### src/hdl/pbh_defines.svh
`ifndef PBH_DEFINES_SVH
`define PBH_DEFINES_SVH
// Notes on behaviour
// - Reset returns every functional block of the port to its reset state.
// - PAR is even parity over the 32 address/data lines and the 4 command/enable lines.
// - The master drives PAR for address and write data, the target for read data.
// - As master the port pulls the frame line low to open the address phase.
// - As master the port releases the frame line before the final data transfer.
// - As target the port watches the frame line and then decodes the address.
// - As master the port asserts initiator ready when write data is valid or it can take read data.
// - As target the port watches initiator ready to know write data is on the bus.
// - As target the port asserts target ready when read data is valid or it can take write data.
// - As master the port watches target ready to know the target is ready for data.
// - As target the port asserts stop to ask the master to end the transaction.
// - The port claims with device select as target and samples device select as master.
// - The address/data lines carry the address in the first clock and data afterwards.
// - The port requests the bus and starts master work only after the grant is seen low.
`define PBH_CMD_MEM_RD   4'h6
`define PBH_CMD_MEM_WR   4'h7
`define PBH_TGT_BASE     32'h1000_0000
`define PBH_TGT_MASK     32'hFFFF_F000
`define PBH_DEVSEL_WAIT  3'h5
`define PBH_ADDR_STEP    32'h0000_0004
`define PBH_CLK_MHZ      125
`define PBH_RST_HOLD_MS  10
`define PBH_RST_HOLD_CYC (`PBH_RST_HOLD_MS * 1000 * 1000 / 1000 * `PBH_CLK_MHZ)
`endif

### src/hdl/pbh_pkg.sv
package pbh_pkg;
   typedef enum logic [2:0] {
      M_IDLE = 3'b000,
      M_REQ  = 3'b001,
      M_ADDR = 3'b010,
      M_DATA = 3'b011,
      M_TURN = 3'b100
   } pbh_mst_state_t;
   typedef enum logic [1:0] {
      T_IDLE  = 2'b00,
      T_CLAIM = 2'b01,
      T_DATA  = 2'b10,
      T_TURN  = 2'b11
   } pbh_tgt_state_t;
endpackage

### src/hdl/pbh_par_if.sv
`timescale 1ns/1ps
interface pbh_par_if;
   logic [31:0] ad;
   logic [3:0]  cbe;
   logic        drive;
   logic        chk;
   logic        par_in;
   logic        par;
   logic        par_oe_n;
   logic        par_err;
   modport gen (input ad, cbe, drive, chk, par_in, output par, par_oe_n, par_err);
   modport src (output ad, cbe, drive, chk, par_in, input par, par_oe_n, par_err);
endinterface

### src/hdl/pbh_pci_port.sv
`timescale 1ns/1ps
`include "pbh_defines.svh"
module pbh_pci_port #(
   parameter logic [31:0] TGT_BASE = `PBH_TGT_BASE,
   parameter logic [31:0] TGT_MASK = `PBH_TGT_MASK,
   parameter int          LEN_W    = 8
) (
   // clock and reset
   input  wire logic             CLK,
   input  wire logic             RST,
   // address, data, command, parity
   input  wire logic [31:0]      AD_IN,
   output logic      [31:0]      AD_OUT,
   output logic                  AD_OE_N,
   input  wire logic [3:0]       CBE_N_IN,
   output logic      [3:0]       CBE_N_OUT,
   output logic      [3:0]       CBE_OE_N,
   input  wire logic             PAR_IN,
   output logic                  PAR_OUT,
   output logic                  PAR_OE_N,
   output logic                  PAR_ERR,
   // bus control
   input  wire logic             FRAME_N_IN,
   output logic                  FRAME_N_OUT,
   output logic                  FRAME_N_OE_N,
   input  wire logic             IRDY_N_IN,
   output logic                  IRDY_N_OUT,
   output logic                  IRDY_N_OE_N,
   input  wire logic             TRDY_N_IN,
   output logic                  TRDY_N_OUT,
   output logic                  TRDY_N_OE_N,
   input  wire logic             STOP_N_IN,
   output logic                  STOP_N_OUT,
   output logic                  STOP_N_OE_N,
   input  wire logic             DEVSEL_N_IN,
   output logic                  DEVSEL_N_OUT,
   output logic                  DEVSEL_N_OE_N,
   output logic                  REQ_N,
   input  wire logic             GNT_N,
   // master user side
   input  wire logic             MST_START,
   input  wire logic             MST_WRITE,
   input  wire logic [31:0]      MST_ADDR,
   input  wire logic [3:0]       MST_BE,
   input  wire logic [LEN_W-1:0] MST_LEN,
   input  wire logic [31:0]      MST_WDATA,
   output logic                  MST_BUSY,
   output logic                  MST_WTAKE,
   output logic      [31:0]      MST_RDATA,
   output logic                  MST_RVALID,
   output logic                  MST_DONE,
   output logic                  MST_ABORT,
   // target user side
   output logic      [31:0]      TGT_ADDR,
   output logic                  TGT_WRITE,
   output logic      [3:0]       TGT_BE,
   output logic      [31:0]      TGT_WDATA,
   output logic                  TGT_WVALID,
   output logic                  TGT_RNEXT,
   input  wire logic [31:0]      TGT_RDATA,
   input  wire logic             TGT_STOP
);
   pbh_pkg::pbh_mst_state_t m_state_reg;
   pbh_pkg::pbh_tgt_state_t t_state_reg;
   logic [31:0]      m_ad_reg;
   logic             m_ad_oe_reg;
   logic [3:0]       m_cbe_reg;
   logic             m_oe_reg;
   logic             m_frame_n_reg;
   logic             m_irdy_n_reg;
   logic             req_n_reg;
   logic             m_write_reg;
   logic [LEN_W-1:0] m_cnt_reg;
   logic [2:0]       m_wait_reg;
   logic [31:0]      m_rdata_reg;
   logic             m_rvalid_reg;
   logic             m_done_reg;
   logic             m_abort_reg;
   logic [31:0]      t_ad_reg;
   logic             t_ad_oe_reg;
   logic             t_oe_reg;
   logic             t_devsel_n_reg;
   logic             t_trdy_n_reg;
   logic             t_stop_n_reg;
   logic             t_write_reg;
   logic [31:0]      t_addr_reg;
   logic [31:0]      t_wdata_reg;
   logic [3:0]       t_be_reg;
   logic             t_wvalid_reg;
   logic             frame_q_reg;
   logic             bus_idle;
   logic             m_xfer;
   logic             m_stop;
   logic             m_noclaim;
   logic             t_start;
   logic             t_hit;
   logic             t_xfer;
   logic             t_end;

   pbh_par_if par_bus ();

   pbh_parity u_parity (
      .CLK (CLK),
      .RST (RST),
      .pb  (par_bus.gen)
   );

   assign bus_idle  = FRAME_N_IN && IRDY_N_IN;
   assign m_xfer    = (m_state_reg == pbh_pkg::M_DATA) && !m_irdy_n_reg && !TRDY_N_IN;
   assign m_stop    = (m_state_reg == pbh_pkg::M_DATA) && !STOP_N_IN;
   assign m_noclaim = (m_state_reg == pbh_pkg::M_DATA) && DEVSEL_N_IN
                      && (m_wait_reg == `PBH_DEVSEL_WAIT);

   // master: request, address phase, data phases, turnaround
   always_ff @(posedge CLK or posedge RST) begin
      if (RST) begin
         m_state_reg   <= pbh_pkg::M_IDLE;
         req_n_reg     <= 1'b1;
         m_oe_reg      <= 1'b0;
         m_frame_n_reg <= 1'b1;
         m_irdy_n_reg  <= 1'b1;
         m_ad_oe_reg   <= 1'b0;
         m_ad_reg      <= 32'h0000_0000;
         m_cbe_reg     <= 4'hF;
         m_write_reg   <= 1'b0;
         m_cnt_reg     <= '0;
      end else begin
         case (m_state_reg)
            pbh_pkg::M_IDLE: begin
               if (MST_START) begin
                  req_n_reg   <= 1'b0;
                  m_write_reg <= MST_WRITE;
                  m_cnt_reg   <= MST_LEN;
                  m_state_reg <= pbh_pkg::M_REQ;
               end
            end
            pbh_pkg::M_REQ: begin
               if (!GNT_N && bus_idle) begin
                  req_n_reg     <= 1'b1;
                  m_oe_reg      <= 1'b1;
                  m_frame_n_reg <= 1'b0;
                  m_ad_oe_reg   <= 1'b1;
                  m_ad_reg      <= MST_ADDR;
                  m_cbe_reg     <= m_write_reg ? `PBH_CMD_MEM_WR : `PBH_CMD_MEM_RD;
                  m_state_reg   <= pbh_pkg::M_ADDR;
               end
            end
            pbh_pkg::M_ADDR: begin
               m_irdy_n_reg  <= 1'b0;
               m_cbe_reg     <= ~MST_BE;
               m_frame_n_reg <= (m_cnt_reg == LEN_W'(1));
               if (m_write_reg) begin
                  m_ad_reg <= MST_WDATA;
               end else begin
                  m_ad_oe_reg <= 1'b0;
               end
               m_state_reg <= pbh_pkg::M_DATA;
            end
            pbh_pkg::M_DATA: begin
               if (m_noclaim || ((m_xfer || m_stop) && m_frame_n_reg)) begin
                  m_frame_n_reg <= 1'b1;
                  m_irdy_n_reg  <= 1'b1;
                  m_ad_oe_reg   <= 1'b0;
                  m_state_reg   <= pbh_pkg::M_TURN;
               end else if (m_xfer) begin
                  m_cnt_reg     <= m_cnt_reg - LEN_W'(1);
                  m_frame_n_reg <= (m_cnt_reg == LEN_W'(2)) || m_stop;
                  if (m_write_reg) begin
                     m_ad_reg <= MST_WDATA;
                  end
               end else if (m_stop) begin
                  m_frame_n_reg <= 1'b1;
               end
            end
            pbh_pkg::M_TURN: begin
               m_oe_reg    <= 1'b0;
               m_state_reg <= pbh_pkg::M_IDLE;
            end
            default: begin
               m_state_reg <= pbh_pkg::M_IDLE;
            end
         endcase
      end
   end

   // wait for a target to claim the address
   always_ff @(posedge CLK or posedge RST) begin
      if (RST) begin
         m_wait_reg <= 3'h0;
      end else if (m_state_reg != pbh_pkg::M_DATA) begin
         m_wait_reg <= 3'h0;
      end else if (DEVSEL_N_IN && (m_wait_reg != `PBH_DEVSEL_WAIT)) begin
         m_wait_reg <= m_wait_reg + 3'h1;
      end
   end

   // master results toward the user
   always_ff @(posedge CLK or posedge RST) begin
      if (RST) begin
         m_rdata_reg  <= 32'h0000_0000;
         m_rvalid_reg <= 1'b0;
         m_done_reg   <= 1'b0;
         m_abort_reg  <= 1'b0;
      end else begin
         m_rvalid_reg <= m_xfer && !m_write_reg;
         if (m_xfer && !m_write_reg) begin
            m_rdata_reg <= AD_IN;
         end
         m_abort_reg <= m_noclaim;
         m_done_reg  <= !m_noclaim && (m_xfer || m_stop) && m_frame_n_reg;
      end
   end

   assign MST_WTAKE = m_write_reg && ((m_state_reg == pbh_pkg::M_ADDR)
                      || (m_xfer && !m_frame_n_reg));

   // target: decode on a new frame, claim, move data, release
   assign t_start = frame_q_reg && !FRAME_N_IN && ((m_state_reg == pbh_pkg::M_IDLE)
                    || (m_state_reg == pbh_pkg::M_REQ));
   assign t_hit   = ((AD_IN & TGT_MASK) == TGT_BASE) && ((CBE_N_IN == `PBH_CMD_MEM_RD)
                    || (CBE_N_IN == `PBH_CMD_MEM_WR));
   assign t_xfer  = (t_state_reg == pbh_pkg::T_DATA) && !IRDY_N_IN && !t_trdy_n_reg;
   assign t_end   = FRAME_N_IN && (t_xfer || !t_stop_n_reg);
   assign TGT_RNEXT = !t_write_reg && ((t_state_reg == pbh_pkg::T_CLAIM)
                      || (t_xfer && !FRAME_N_IN));

   always_ff @(posedge CLK or posedge RST) begin
      if (RST) begin
         frame_q_reg <= 1'b1;
      end else begin
         frame_q_reg <= FRAME_N_IN;
      end
   end

   always_ff @(posedge CLK or posedge RST) begin
      if (RST) begin
         t_state_reg    <= pbh_pkg::T_IDLE;
         t_oe_reg       <= 1'b0;
         t_devsel_n_reg <= 1'b1;
         t_trdy_n_reg   <= 1'b1;
         t_stop_n_reg   <= 1'b1;
         t_ad_oe_reg    <= 1'b0;
         t_ad_reg       <= 32'h0000_0000;
         t_write_reg    <= 1'b0;
      end else begin
         case (t_state_reg)
            pbh_pkg::T_IDLE: begin
               if (t_start && t_hit) begin
                  t_oe_reg       <= 1'b1;
                  t_devsel_n_reg <= 1'b0;
                  t_write_reg    <= CBE_N_IN[0];
                  t_state_reg    <= pbh_pkg::T_CLAIM;
               end
            end
            pbh_pkg::T_CLAIM: begin
               t_trdy_n_reg <= 1'b0;
               if (!t_write_reg) begin
                  t_ad_oe_reg <= 1'b1;
                  t_ad_reg    <= TGT_RDATA;
               end
               t_state_reg <= pbh_pkg::T_DATA;
            end
            pbh_pkg::T_DATA: begin
               if (t_end) begin
                  t_devsel_n_reg <= 1'b1;
                  t_trdy_n_reg   <= 1'b1;
                  t_stop_n_reg   <= 1'b1;
                  t_ad_oe_reg    <= 1'b0;
                  t_state_reg    <= pbh_pkg::T_TURN;
               end else begin
                  if (TGT_STOP) begin
                     t_stop_n_reg <= 1'b0;
                  end
                  if (t_xfer && !t_write_reg) begin
                     t_ad_reg <= TGT_RDATA;
                  end
               end
            end
            pbh_pkg::T_TURN: begin
               t_oe_reg    <= 1'b0;
               t_state_reg <= pbh_pkg::T_IDLE;
            end
            default: begin
               t_state_reg <= pbh_pkg::T_IDLE;
            end
         endcase
      end
   end

   // target address and write data toward the user
   always_ff @(posedge CLK or posedge RST) begin
      if (RST) begin
         t_addr_reg   <= 32'h0000_0000;
         t_wdata_reg  <= 32'h0000_0000;
         t_be_reg     <= 4'h0;
         t_wvalid_reg <= 1'b0;
      end else begin
         t_wvalid_reg <= t_xfer && t_write_reg;
         if (t_xfer && t_write_reg) begin
            t_wdata_reg <= AD_IN;
            t_be_reg    <= ~CBE_N_IN;
         end
         if ((t_state_reg == pbh_pkg::T_IDLE) && t_start && t_hit) begin
            t_addr_reg <= AD_IN;
         end else if (t_wvalid_reg || TGT_RNEXT) begin
            t_addr_reg <= t_addr_reg + `PBH_ADDR_STEP;
         end
      end
   end

   // parity covers the lines as they stand, driven or received
   assign par_bus.ad     = AD_OE_N ? AD_IN : AD_OUT;
   assign par_bus.cbe    = m_oe_reg ? m_cbe_reg : CBE_N_IN;
   assign par_bus.drive  = !AD_OE_N;
   assign par_bus.chk    = (t_xfer && t_write_reg) || (m_xfer && !m_write_reg)
                           || ((t_state_reg == pbh_pkg::T_IDLE) && t_start && t_hit);
   assign par_bus.par_in = PAR_IN;

   assign AD_OUT        = m_ad_oe_reg ? m_ad_reg : t_ad_reg;
   assign AD_OE_N       = !(m_ad_oe_reg || t_ad_oe_reg);
   assign CBE_N_OUT     = m_cbe_reg;
   assign CBE_OE_N      = {4{!m_oe_reg}};
   assign PAR_OUT       = par_bus.par;
   assign PAR_OE_N      = par_bus.par_oe_n;
   assign PAR_ERR       = par_bus.par_err;
   assign FRAME_N_OUT   = m_frame_n_reg;
   assign FRAME_N_OE_N  = !m_oe_reg;
   assign IRDY_N_OUT    = m_irdy_n_reg;
   assign IRDY_N_OE_N   = !m_oe_reg;
   assign TRDY_N_OUT    = t_trdy_n_reg;
   assign TRDY_N_OE_N   = !t_oe_reg;
   assign STOP_N_OUT    = t_stop_n_reg;
   assign STOP_N_OE_N   = !t_oe_reg;
   assign DEVSEL_N_OUT  = t_devsel_n_reg;
   assign DEVSEL_N_OE_N = !t_oe_reg;
   assign REQ_N         = req_n_reg;
   assign MST_BUSY      = (m_state_reg != pbh_pkg::M_IDLE);
   assign MST_RDATA     = m_rdata_reg;
   assign MST_RVALID    = m_rvalid_reg;
   assign MST_DONE      = m_done_reg;
   assign MST_ABORT     = m_abort_reg;
   assign TGT_ADDR      = t_addr_reg;
   assign TGT_WRITE     = t_write_reg;
   assign TGT_BE        = t_be_reg;
   assign TGT_WDATA     = t_wdata_reg;
   assign TGT_WVALID    = t_wvalid_reg;

   property p_no_grant;
      @(posedge CLK) disable iff (RST)
         (m_state_reg == pbh_pkg::M_REQ) && GNT_N |-> !REQ_N ##1 FRAME_N_OE_N;
   endproperty
   a_no_grant: assert property (p_no_grant) else $error("master started without grant");

   property p_addr_phase;
      @(posedge CLK) disable iff (RST)
         (m_state_reg == pbh_pkg::M_REQ) && !GNT_N && bus_idle
         |=> !FRAME_N_OUT && !FRAME_N_OE_N && !AD_OE_N && (AD_OUT == $past(MST_ADDR));
   endproperty
   a_addr_phase: assert property (p_addr_phase) else $error("address phase not opened");

   property p_frame_last;
      @(posedge CLK) disable iff (RST)
         m_xfer && !m_frame_n_reg && (m_cnt_reg == LEN_W'(2)) |=> FRAME_N_OUT && !IRDY_N_OUT;
   endproperty
   a_frame_last: assert property (p_frame_last) else $error("frame held into last phase");

   property p_irdy;
      @(posedge CLK) disable iff (RST)
         (m_state_reg == pbh_pkg::M_ADDR) |=> !IRDY_N_OUT && !IRDY_N_OE_N;
   endproperty
   a_irdy: assert property (p_irdy) else $error("initiator ready missing in data phase");

   property p_wait_state;
      @(posedge CLK) disable iff (RST)
         (m_state_reg == pbh_pkg::M_DATA) && TRDY_N_IN && STOP_N_IN && !DEVSEL_N_IN
         |=> $stable(m_cnt_reg) && $stable(m_ad_reg) && (m_state_reg == pbh_pkg::M_DATA);
   endproperty
   a_wait_state: assert property (p_wait_state) else $error("phase moved without target ready");

   property p_claim;
      @(posedge CLK) disable iff (RST)
         (t_state_reg == pbh_pkg::T_IDLE) && t_start && t_hit
         |=> !DEVSEL_N_OUT && TRDY_N_OUT ##1 !TRDY_N_OUT;
   endproperty
   a_claim: assert property (p_claim) else $error("decoded address not claimed");

   property p_tgt_write;
      @(posedge CLK) disable iff (RST)
         t_xfer && t_write_reg |=> TGT_WVALID && (TGT_WDATA == $past(AD_IN));
   endproperty
   a_tgt_write: assert property (p_tgt_write) else $error("write word not captured");

   property p_tgt_stop;
      @(posedge CLK) disable iff (RST)
         (t_state_reg == pbh_pkg::T_DATA) && TGT_STOP && !FRAME_N_IN |=> !STOP_N_OUT;
   endproperty
   a_tgt_stop: assert property (p_tgt_stop) else $error("stop not asserted");

   property p_abort;
      @(posedge CLK) disable iff (RST)
         m_noclaim |=> MST_ABORT && (m_state_reg == pbh_pkg::M_TURN);
   endproperty
   a_abort: assert property (p_abort) else $error("unclaimed cycle not aborted");
endmodule

### src/hdl/pbh_parity.sv
`timescale 1ns/1ps
module pbh_parity (
   // clock and reset
   input wire logic CLK,
   input wire logic RST,
   // lines to cover
   pbh_par_if.gen   pb
);
   logic par_reg;
   logic oe_n_reg;
   logic chk_reg;
   logic err_reg;

   // parity of whatever sat on the lines, one clock late
   always_ff @(posedge CLK or posedge RST) begin
      if (RST) begin
         par_reg  <= 1'b0;
         oe_n_reg <= 1'b1;
         chk_reg  <= 1'b0;
      end else begin
         par_reg  <= ^{pb.ad, pb.cbe};
         oe_n_reg <= ~pb.drive;
         chk_reg  <= pb.chk;
      end
   end

   always_ff @(posedge CLK or posedge RST) begin
      if (RST) begin
         err_reg <= 1'b0;
      end else begin
         err_reg <= chk_reg && (pb.par_in != par_reg);
      end
   end

   assign pb.par      = par_reg;
   assign pb.par_oe_n = oe_n_reg;
   assign pb.par_err  = err_reg;

   property p_par_even;
      @(posedge CLK) disable iff (RST)
         pb.drive |=> pb.par == ^{$past(pb.ad), $past(pb.cbe)};
   endproperty
   a_par_even: assert property (p_par_even) else $error("parity not even over driven lines");

   property p_par_owner;
      @(posedge CLK) disable iff (RST)
         1'b1 |=> pb.par_oe_n == !$past(pb.drive);
   endproperty
   a_par_owner: assert property (p_par_owner) else $error("parity drive not one clock late");
endmodule

### config.mk
export PLATFORM = sky130hd
export DESIGN_NAME = pbh_pci_port
export DESIGN_NICKNAME = d
export VERILOG_FILES = /design/src/hdl/pbh_pkg.sv /design/src/hdl/pbh_par_if.sv /design/src/hdl/pbh_pci_port.sv /design/src/hdl/pbh_parity.sv
export VERILOG_INCLUDE_DIRS = /design/src /design/src/hdl
export SDC_FILE = /design/constraint.sdc
export NUM_CORES = 1
export LEC_CHECK = 0
export BUFFER_PORTS_ARGS = -buffer_cell sky130_fd_sc_hd__clkbuf_2
export CORE_MARGIN = 8
export CORE_UTILIZATION = 56
export DETAILED_ROUTE_END_ITERATION = 6
export PLACE_DENSITY = 0.95
export SETUP_SLACK_MARGIN = 0.2
export SLEW_MARGIN = 10
export SYNTH_ARGS = -nofsm -noshare
export SYNTH_HDL_FRONTEND = slang
export SYNTH_SLANG_ARGS = --single-unit
export TNS_END_PERCENT = 10
### constraint.sdc
create_clock -name CLK -period 18.66 [get_ports CLK]
set_clock_uncertainty 0.1 [all_clocks]
set_input_delay 3.732 -clock CLK [delete_from_list [all_inputs] [get_ports CLK]]
set_output_delay 3.732 -clock CLK [all_outputs]
set_load 0.02 [all_outputs]
Yosys cells after proc, flatten, opt, wreduce, memory -nomap -nowiden:

Cells that the tools add are included.

* logic and storage cells: 210
* register bits: 205
* input port bits: 156
* output and inout port bits: 163

* bitwise logic cells: 3
* mux-type cells: 55
* reductions and logical operators: 89
* add/sub/neg operators: 3
* equal/unequal tests: 28

Operators by type and width (number)
* 32-bit 2-to-1 mux: 11
* 32-bit one-hot mux with 3 select lines: 1
* 32-bit one-hot mux with 2 select lines: 1
* 36-bit parity: 1
* 32-bit by 3-bit adder with 32-bit output, second input constant: 1
* 1-bit logical AND: 28
* 8-bit 2-to-1 mux: 3
* 2-bit nonzero test: 11
* 20-bit by 17-bit == test with 1-bit output, second input constant: 1
* 2-bit != test, second input constant: 9
* 2-bit AND reduction: 9
* 1-bit 2-to-1 mux: 17
* 8-bit one-hot mux with 2 select lines: 1
* 4-bit AND reduction: 4
* 1-bit logical NOT: 15
* 3-bit 2-to-1 mux: 5
* 3-bit AND reduction: 5
* 1-bit one-hot mux with 2 select lines: 7
* 1-bit logical OR: 12
* 3-bit one-hot mux with 4 select lines: 1
* 4-bit by 3-bit == test with 1-bit output, second input constant: 2
* 8-bit by 1-bit == test with 1-bit output, second input constant: 1
* 8-bit by 2-bit == test with 1-bit output, second input constant: 1
* 4-bit 2-to-1 mux: 2
* 21 further kinds: 29

Logic depth before layout (Yosys ltp):

* depth after elaboration: 9
* gate-level depth with buffers: 13
* depth with buffers taken out: 10

Cells and area by module:

Synthesis repeated with hierarchy kept, for this count alone.

* cells, all modules: 1036
* area total of the unflattened synthesis: 10201.0 um^2

By module, submodules not included
* pbh_pci_port: times used 1, seq. area each 5043.6 um^2, area an instance 9765.6 um^2, cells an instance 994
* pbh_parity: times used 1, seq. area each 101.3 um^2, area an instance 435.4 um^2, cells an instance 42

Worst setup path before layout:

No wires, ideal clock.

* kind: input port to output port
* start: input port FRAME_N_IN
* end: output port TGT_RNEXT
* data required time: 14.828 ns
* slack: 10.273 ns
* stages: 2
* arrival: 4.555 ns
* buffers on the path: 0
* cell sequence: or4b_1 a21oi_2

* word-level cells in the longest chain between the ends: 4

Ends and longest elaborated chain
* start: declaration: RTL line pbh_pci_port.sv:23 `input wire logic FRAME_N_IN,`
* 1-bit logical NOT: RTL line pbh_pci_port.sv:225 `|| (t_xfer && !FRAME_N_IN));`
* 1-bit logical AND: RTL line pbh_pci_port.sv:225
* 1-bit logical OR: RTL line pbh_pci_port.sv:225
* 1-bit logical AND: RTL line pbh_pci_port.sv:224 `assign TGT_RNEXT = !t_write_reg && ((t_state_reg == pbh_pkg::T_CLAIM)`
* end: declaration: RTL line pbh_pci_port.sv:59 `output logic TGT_RNEXT,`

No other way between the ends.

Final worst setup path:

Ends and elaborated chain as after synthesis.

==> results.cfg <==
[run_status]
status = complete, no violations

[worst_setup_path]
arrival_ns = 4.92
critPathBufInv = 2
crit_path_end_kind = output pin
cp_slowest_stage_delay_ns = 0.62
r2r_setup_slack_ns = 14.95
path_cells = clkbuf_2 -> or4b_1 -> a21oi_2 -> clkbuf_2
path_common_cell = clkbuf_2
worstReg2RegEnd = m_ad_reg[27]
crit_start = FRAME_N_IN
r2r_cells = 10
path_delay_family = simple AND/OR/NAND/NOR gates
path_depth = 4
crit_end = TGT_RNEXT
critPathKind = input pin to output pin
cp_max_fo = 5
cp_slowest_cell = or4b_1
reg2reg_from = m_state_reg[2]
cp-start-kind = input pin
cp.required_ns = 14.83

[finish]
nNetsFinal = 1434
fin_area_um2 = 12800
fillers = 1229
drive_gt1_share_pct = 39.6
antenna_cells = 0
area_growth_pct = 23.0

[run]
maxCapViolCount = 0

[logic_synthesis]
synth-edff-count = 0
synth_nets = 1137
ys_ff_latch = 205
synth_top_family_by_area = multiplexers
synth-xor-area-share_pct = 9.68
synth.area.mux_share_pct = 14.7
async_reset_ff_share_pct = 100
yosysSeqAreaShare_pct = 49.6
synth_cells = 970
synthDistinctLibCells = 59
yosys.area_share.simple_pct = 13.8
synth-compound-area-share_pct = 7.26
synth_area_um2 = 10400
yosysWarnings = 0
synth_fa_ha_area_share_pct = 1.33
syn_avg_cell_area_um2 = 10.7
ys.flop_type = dfrtp_1

[floorplan]
die_h_um = 152
start_util_pct = 57.4
dieWidth_um = 152
die_area_um2 = 23200
io_pins = 319
rows = 49
core_area_um2 = 18100

[sta]
fin_crit_ns = 8.75
drv_slew = 0
tightest_slew_ns = 1.19
post-route-period-util_pct = 46.9
rsz0062_at_grt = no
max_freq_mhz = 114
slew_headroom_pct = 20.6
tns_ns = 0
setup_viol = 0
hold_viol_final = 0

[route]
drc = 0
drt-total-wl_mm = 30.7
route.vias.total = 8572
wl_per_cell_um = 20.3
dr.pass1.iters = 5
first_iter_violations = 522
ant_nets = 0
vias_per_cell = 5.67

[clocking]
cts_sinks = 205
hold_buffers = 0
cts_setup_buffers = 0
clk_latency_ns = 0.50
cts.path.max_buffers = 3
ctsRootBufferMaster = clkbuf_16
cts_tree = done
cts_made_buffers = 22
post_cts_resize_count = 0
htreeDepth = 1
path_clk_slew_ns = 0.06

[global_route]
grt_pass1_wl_mm = 48.5
antenna_found_initial = 1
overflow = 0
grt_pass1_vias = 8991
grt_use_total_pct = 25.9
grt_max_degree = 126

[pwr]
vdd_drop_max_v = 0.000123
power_density_nw_per_um2 = 170
p_leak_nw = 6.48

[placed_design]
port_buffers = 318
hpwl_mm = 22.7
finalWeightedCongestion = 0.827
dpl-instance-area_um2 = 12000

[hold_path]
hold_class = register to register
[how the worst min path moves through the flow]
stage	startpoint	end	slack, ns	depth (start not counted)
4_1_cts	u_parity.chk_reg	u_parity.pb.par_err	0.37	1
2_1_floorplan	u_parity.chk_reg	u_parity.pb.par_err	0.33	1
3_5_place_dp	u_parity.chk_reg	u_parity.pb.par_err	0.35	1
5_1_grt	u_parity.chk_reg	u_parity.pb.par_err	0.38	1
3_3_place_gp	u_parity.chk_reg	u_parity.pb.par_err	0.34	1
6_report	u_parity.chk_reg	u_parity.pb.par_err	0.36	1
[stage by stage]
stage	power (mW)	setup WS [ns]	instances	utilization [%]	hold slack, ns
after floorplan	1.44	9.25	970	-	0.328
after global placement	1.65	9.96	1472	66.4	0.337
after detailed placement	1.70	9.93	1472	66.4	0.353
after CTS	2.18	9.91	1512	70.6	0.366
after global routing	2.28	9.86	1512	70.6	0.385
final	2.17	9.91	1512	70.6	0.358
[logic make-up after synthesis]
family	count (synthesis)
simple gates	318
flops	205
mux	140
compound gates	118
xor+xnor	110
buf+inv	68
fa+ha+maj	11
[power by group]
part / switching [mW] / internal, mW
registers: 0.125 / 0.579
clock network: 0.180 / 0.280
logic: 0.546 / 0.459
total: 0.850 / 1.32
[placed cells by master (no fill, tap or decap), drive strengths merged, types with 11 or more instances in the layout]
| master | count |
|---|---|
| clkbuf | 350 |
| dfrtp | 193 |
| nand2 | 191 |
| mux2 | 98 |
| o21ai | 66 |
| xnor2 | 62 |
| nor2 | 57 |
| xor2 | 45 |
| mux2i | 42 |
| a21oi | 31 |
| inv | 17 |
| nand3 | 15 |
| dfstp | 12 |
| ha | 11 |
| nand4 | 11 |
[routing by layer]
layer  GRT usage (%)  vias to the layer above  share of wire [%]
li1                -                     3881                  -
met1            30.4                     4165                 37
met2            45.6                      457                 51
met3            6.24                       67                8.9
met4            8.85                        2                3.3
met5               0                        -              0.042
[cells in the mapped netlist, types with 7 or more instances]
cell type    n  share of area (%)
a21oi_1     29                1.4
o21ai_1     10               0.48
nor4_1       7               0.42
xnor2_1     62                5.2
dfrtp_1    193                 47
nor2_1      52                1.9
o21ai_0     36                1.7
inv_1       16               0.58
mux2_2      98                 11
buf_6       10                1.1
nand4_1     10               0.60
o21ai_2     20                1.7
nand2_1    190                6.9
xor2_1      45                3.8
clkbuf_1    19               0.69
ha_1        11                1.3
nor3_1       7               0.34
buf_2        8               0.39
buf_4       12               0.87
dfstp_2     12                3.0
mux2i_1     42                4.0
nand3_1     14               0.67
[cell type report]
class                           instances  area [um^2]  area share, %
Inverter                               18         75.1          0.588
Clock buffer                           32          679           5.32
Clock inverter                          8         90.1          0.705
Timing Repair Buffer                  323         1630           12.8
Multi-Input combinational cell        697         4860           38.1
Tap cell                              229          287           2.24
Sequential cell                       205         5150           40.3
Note: power is estimated with default switching activity, not from simulation.
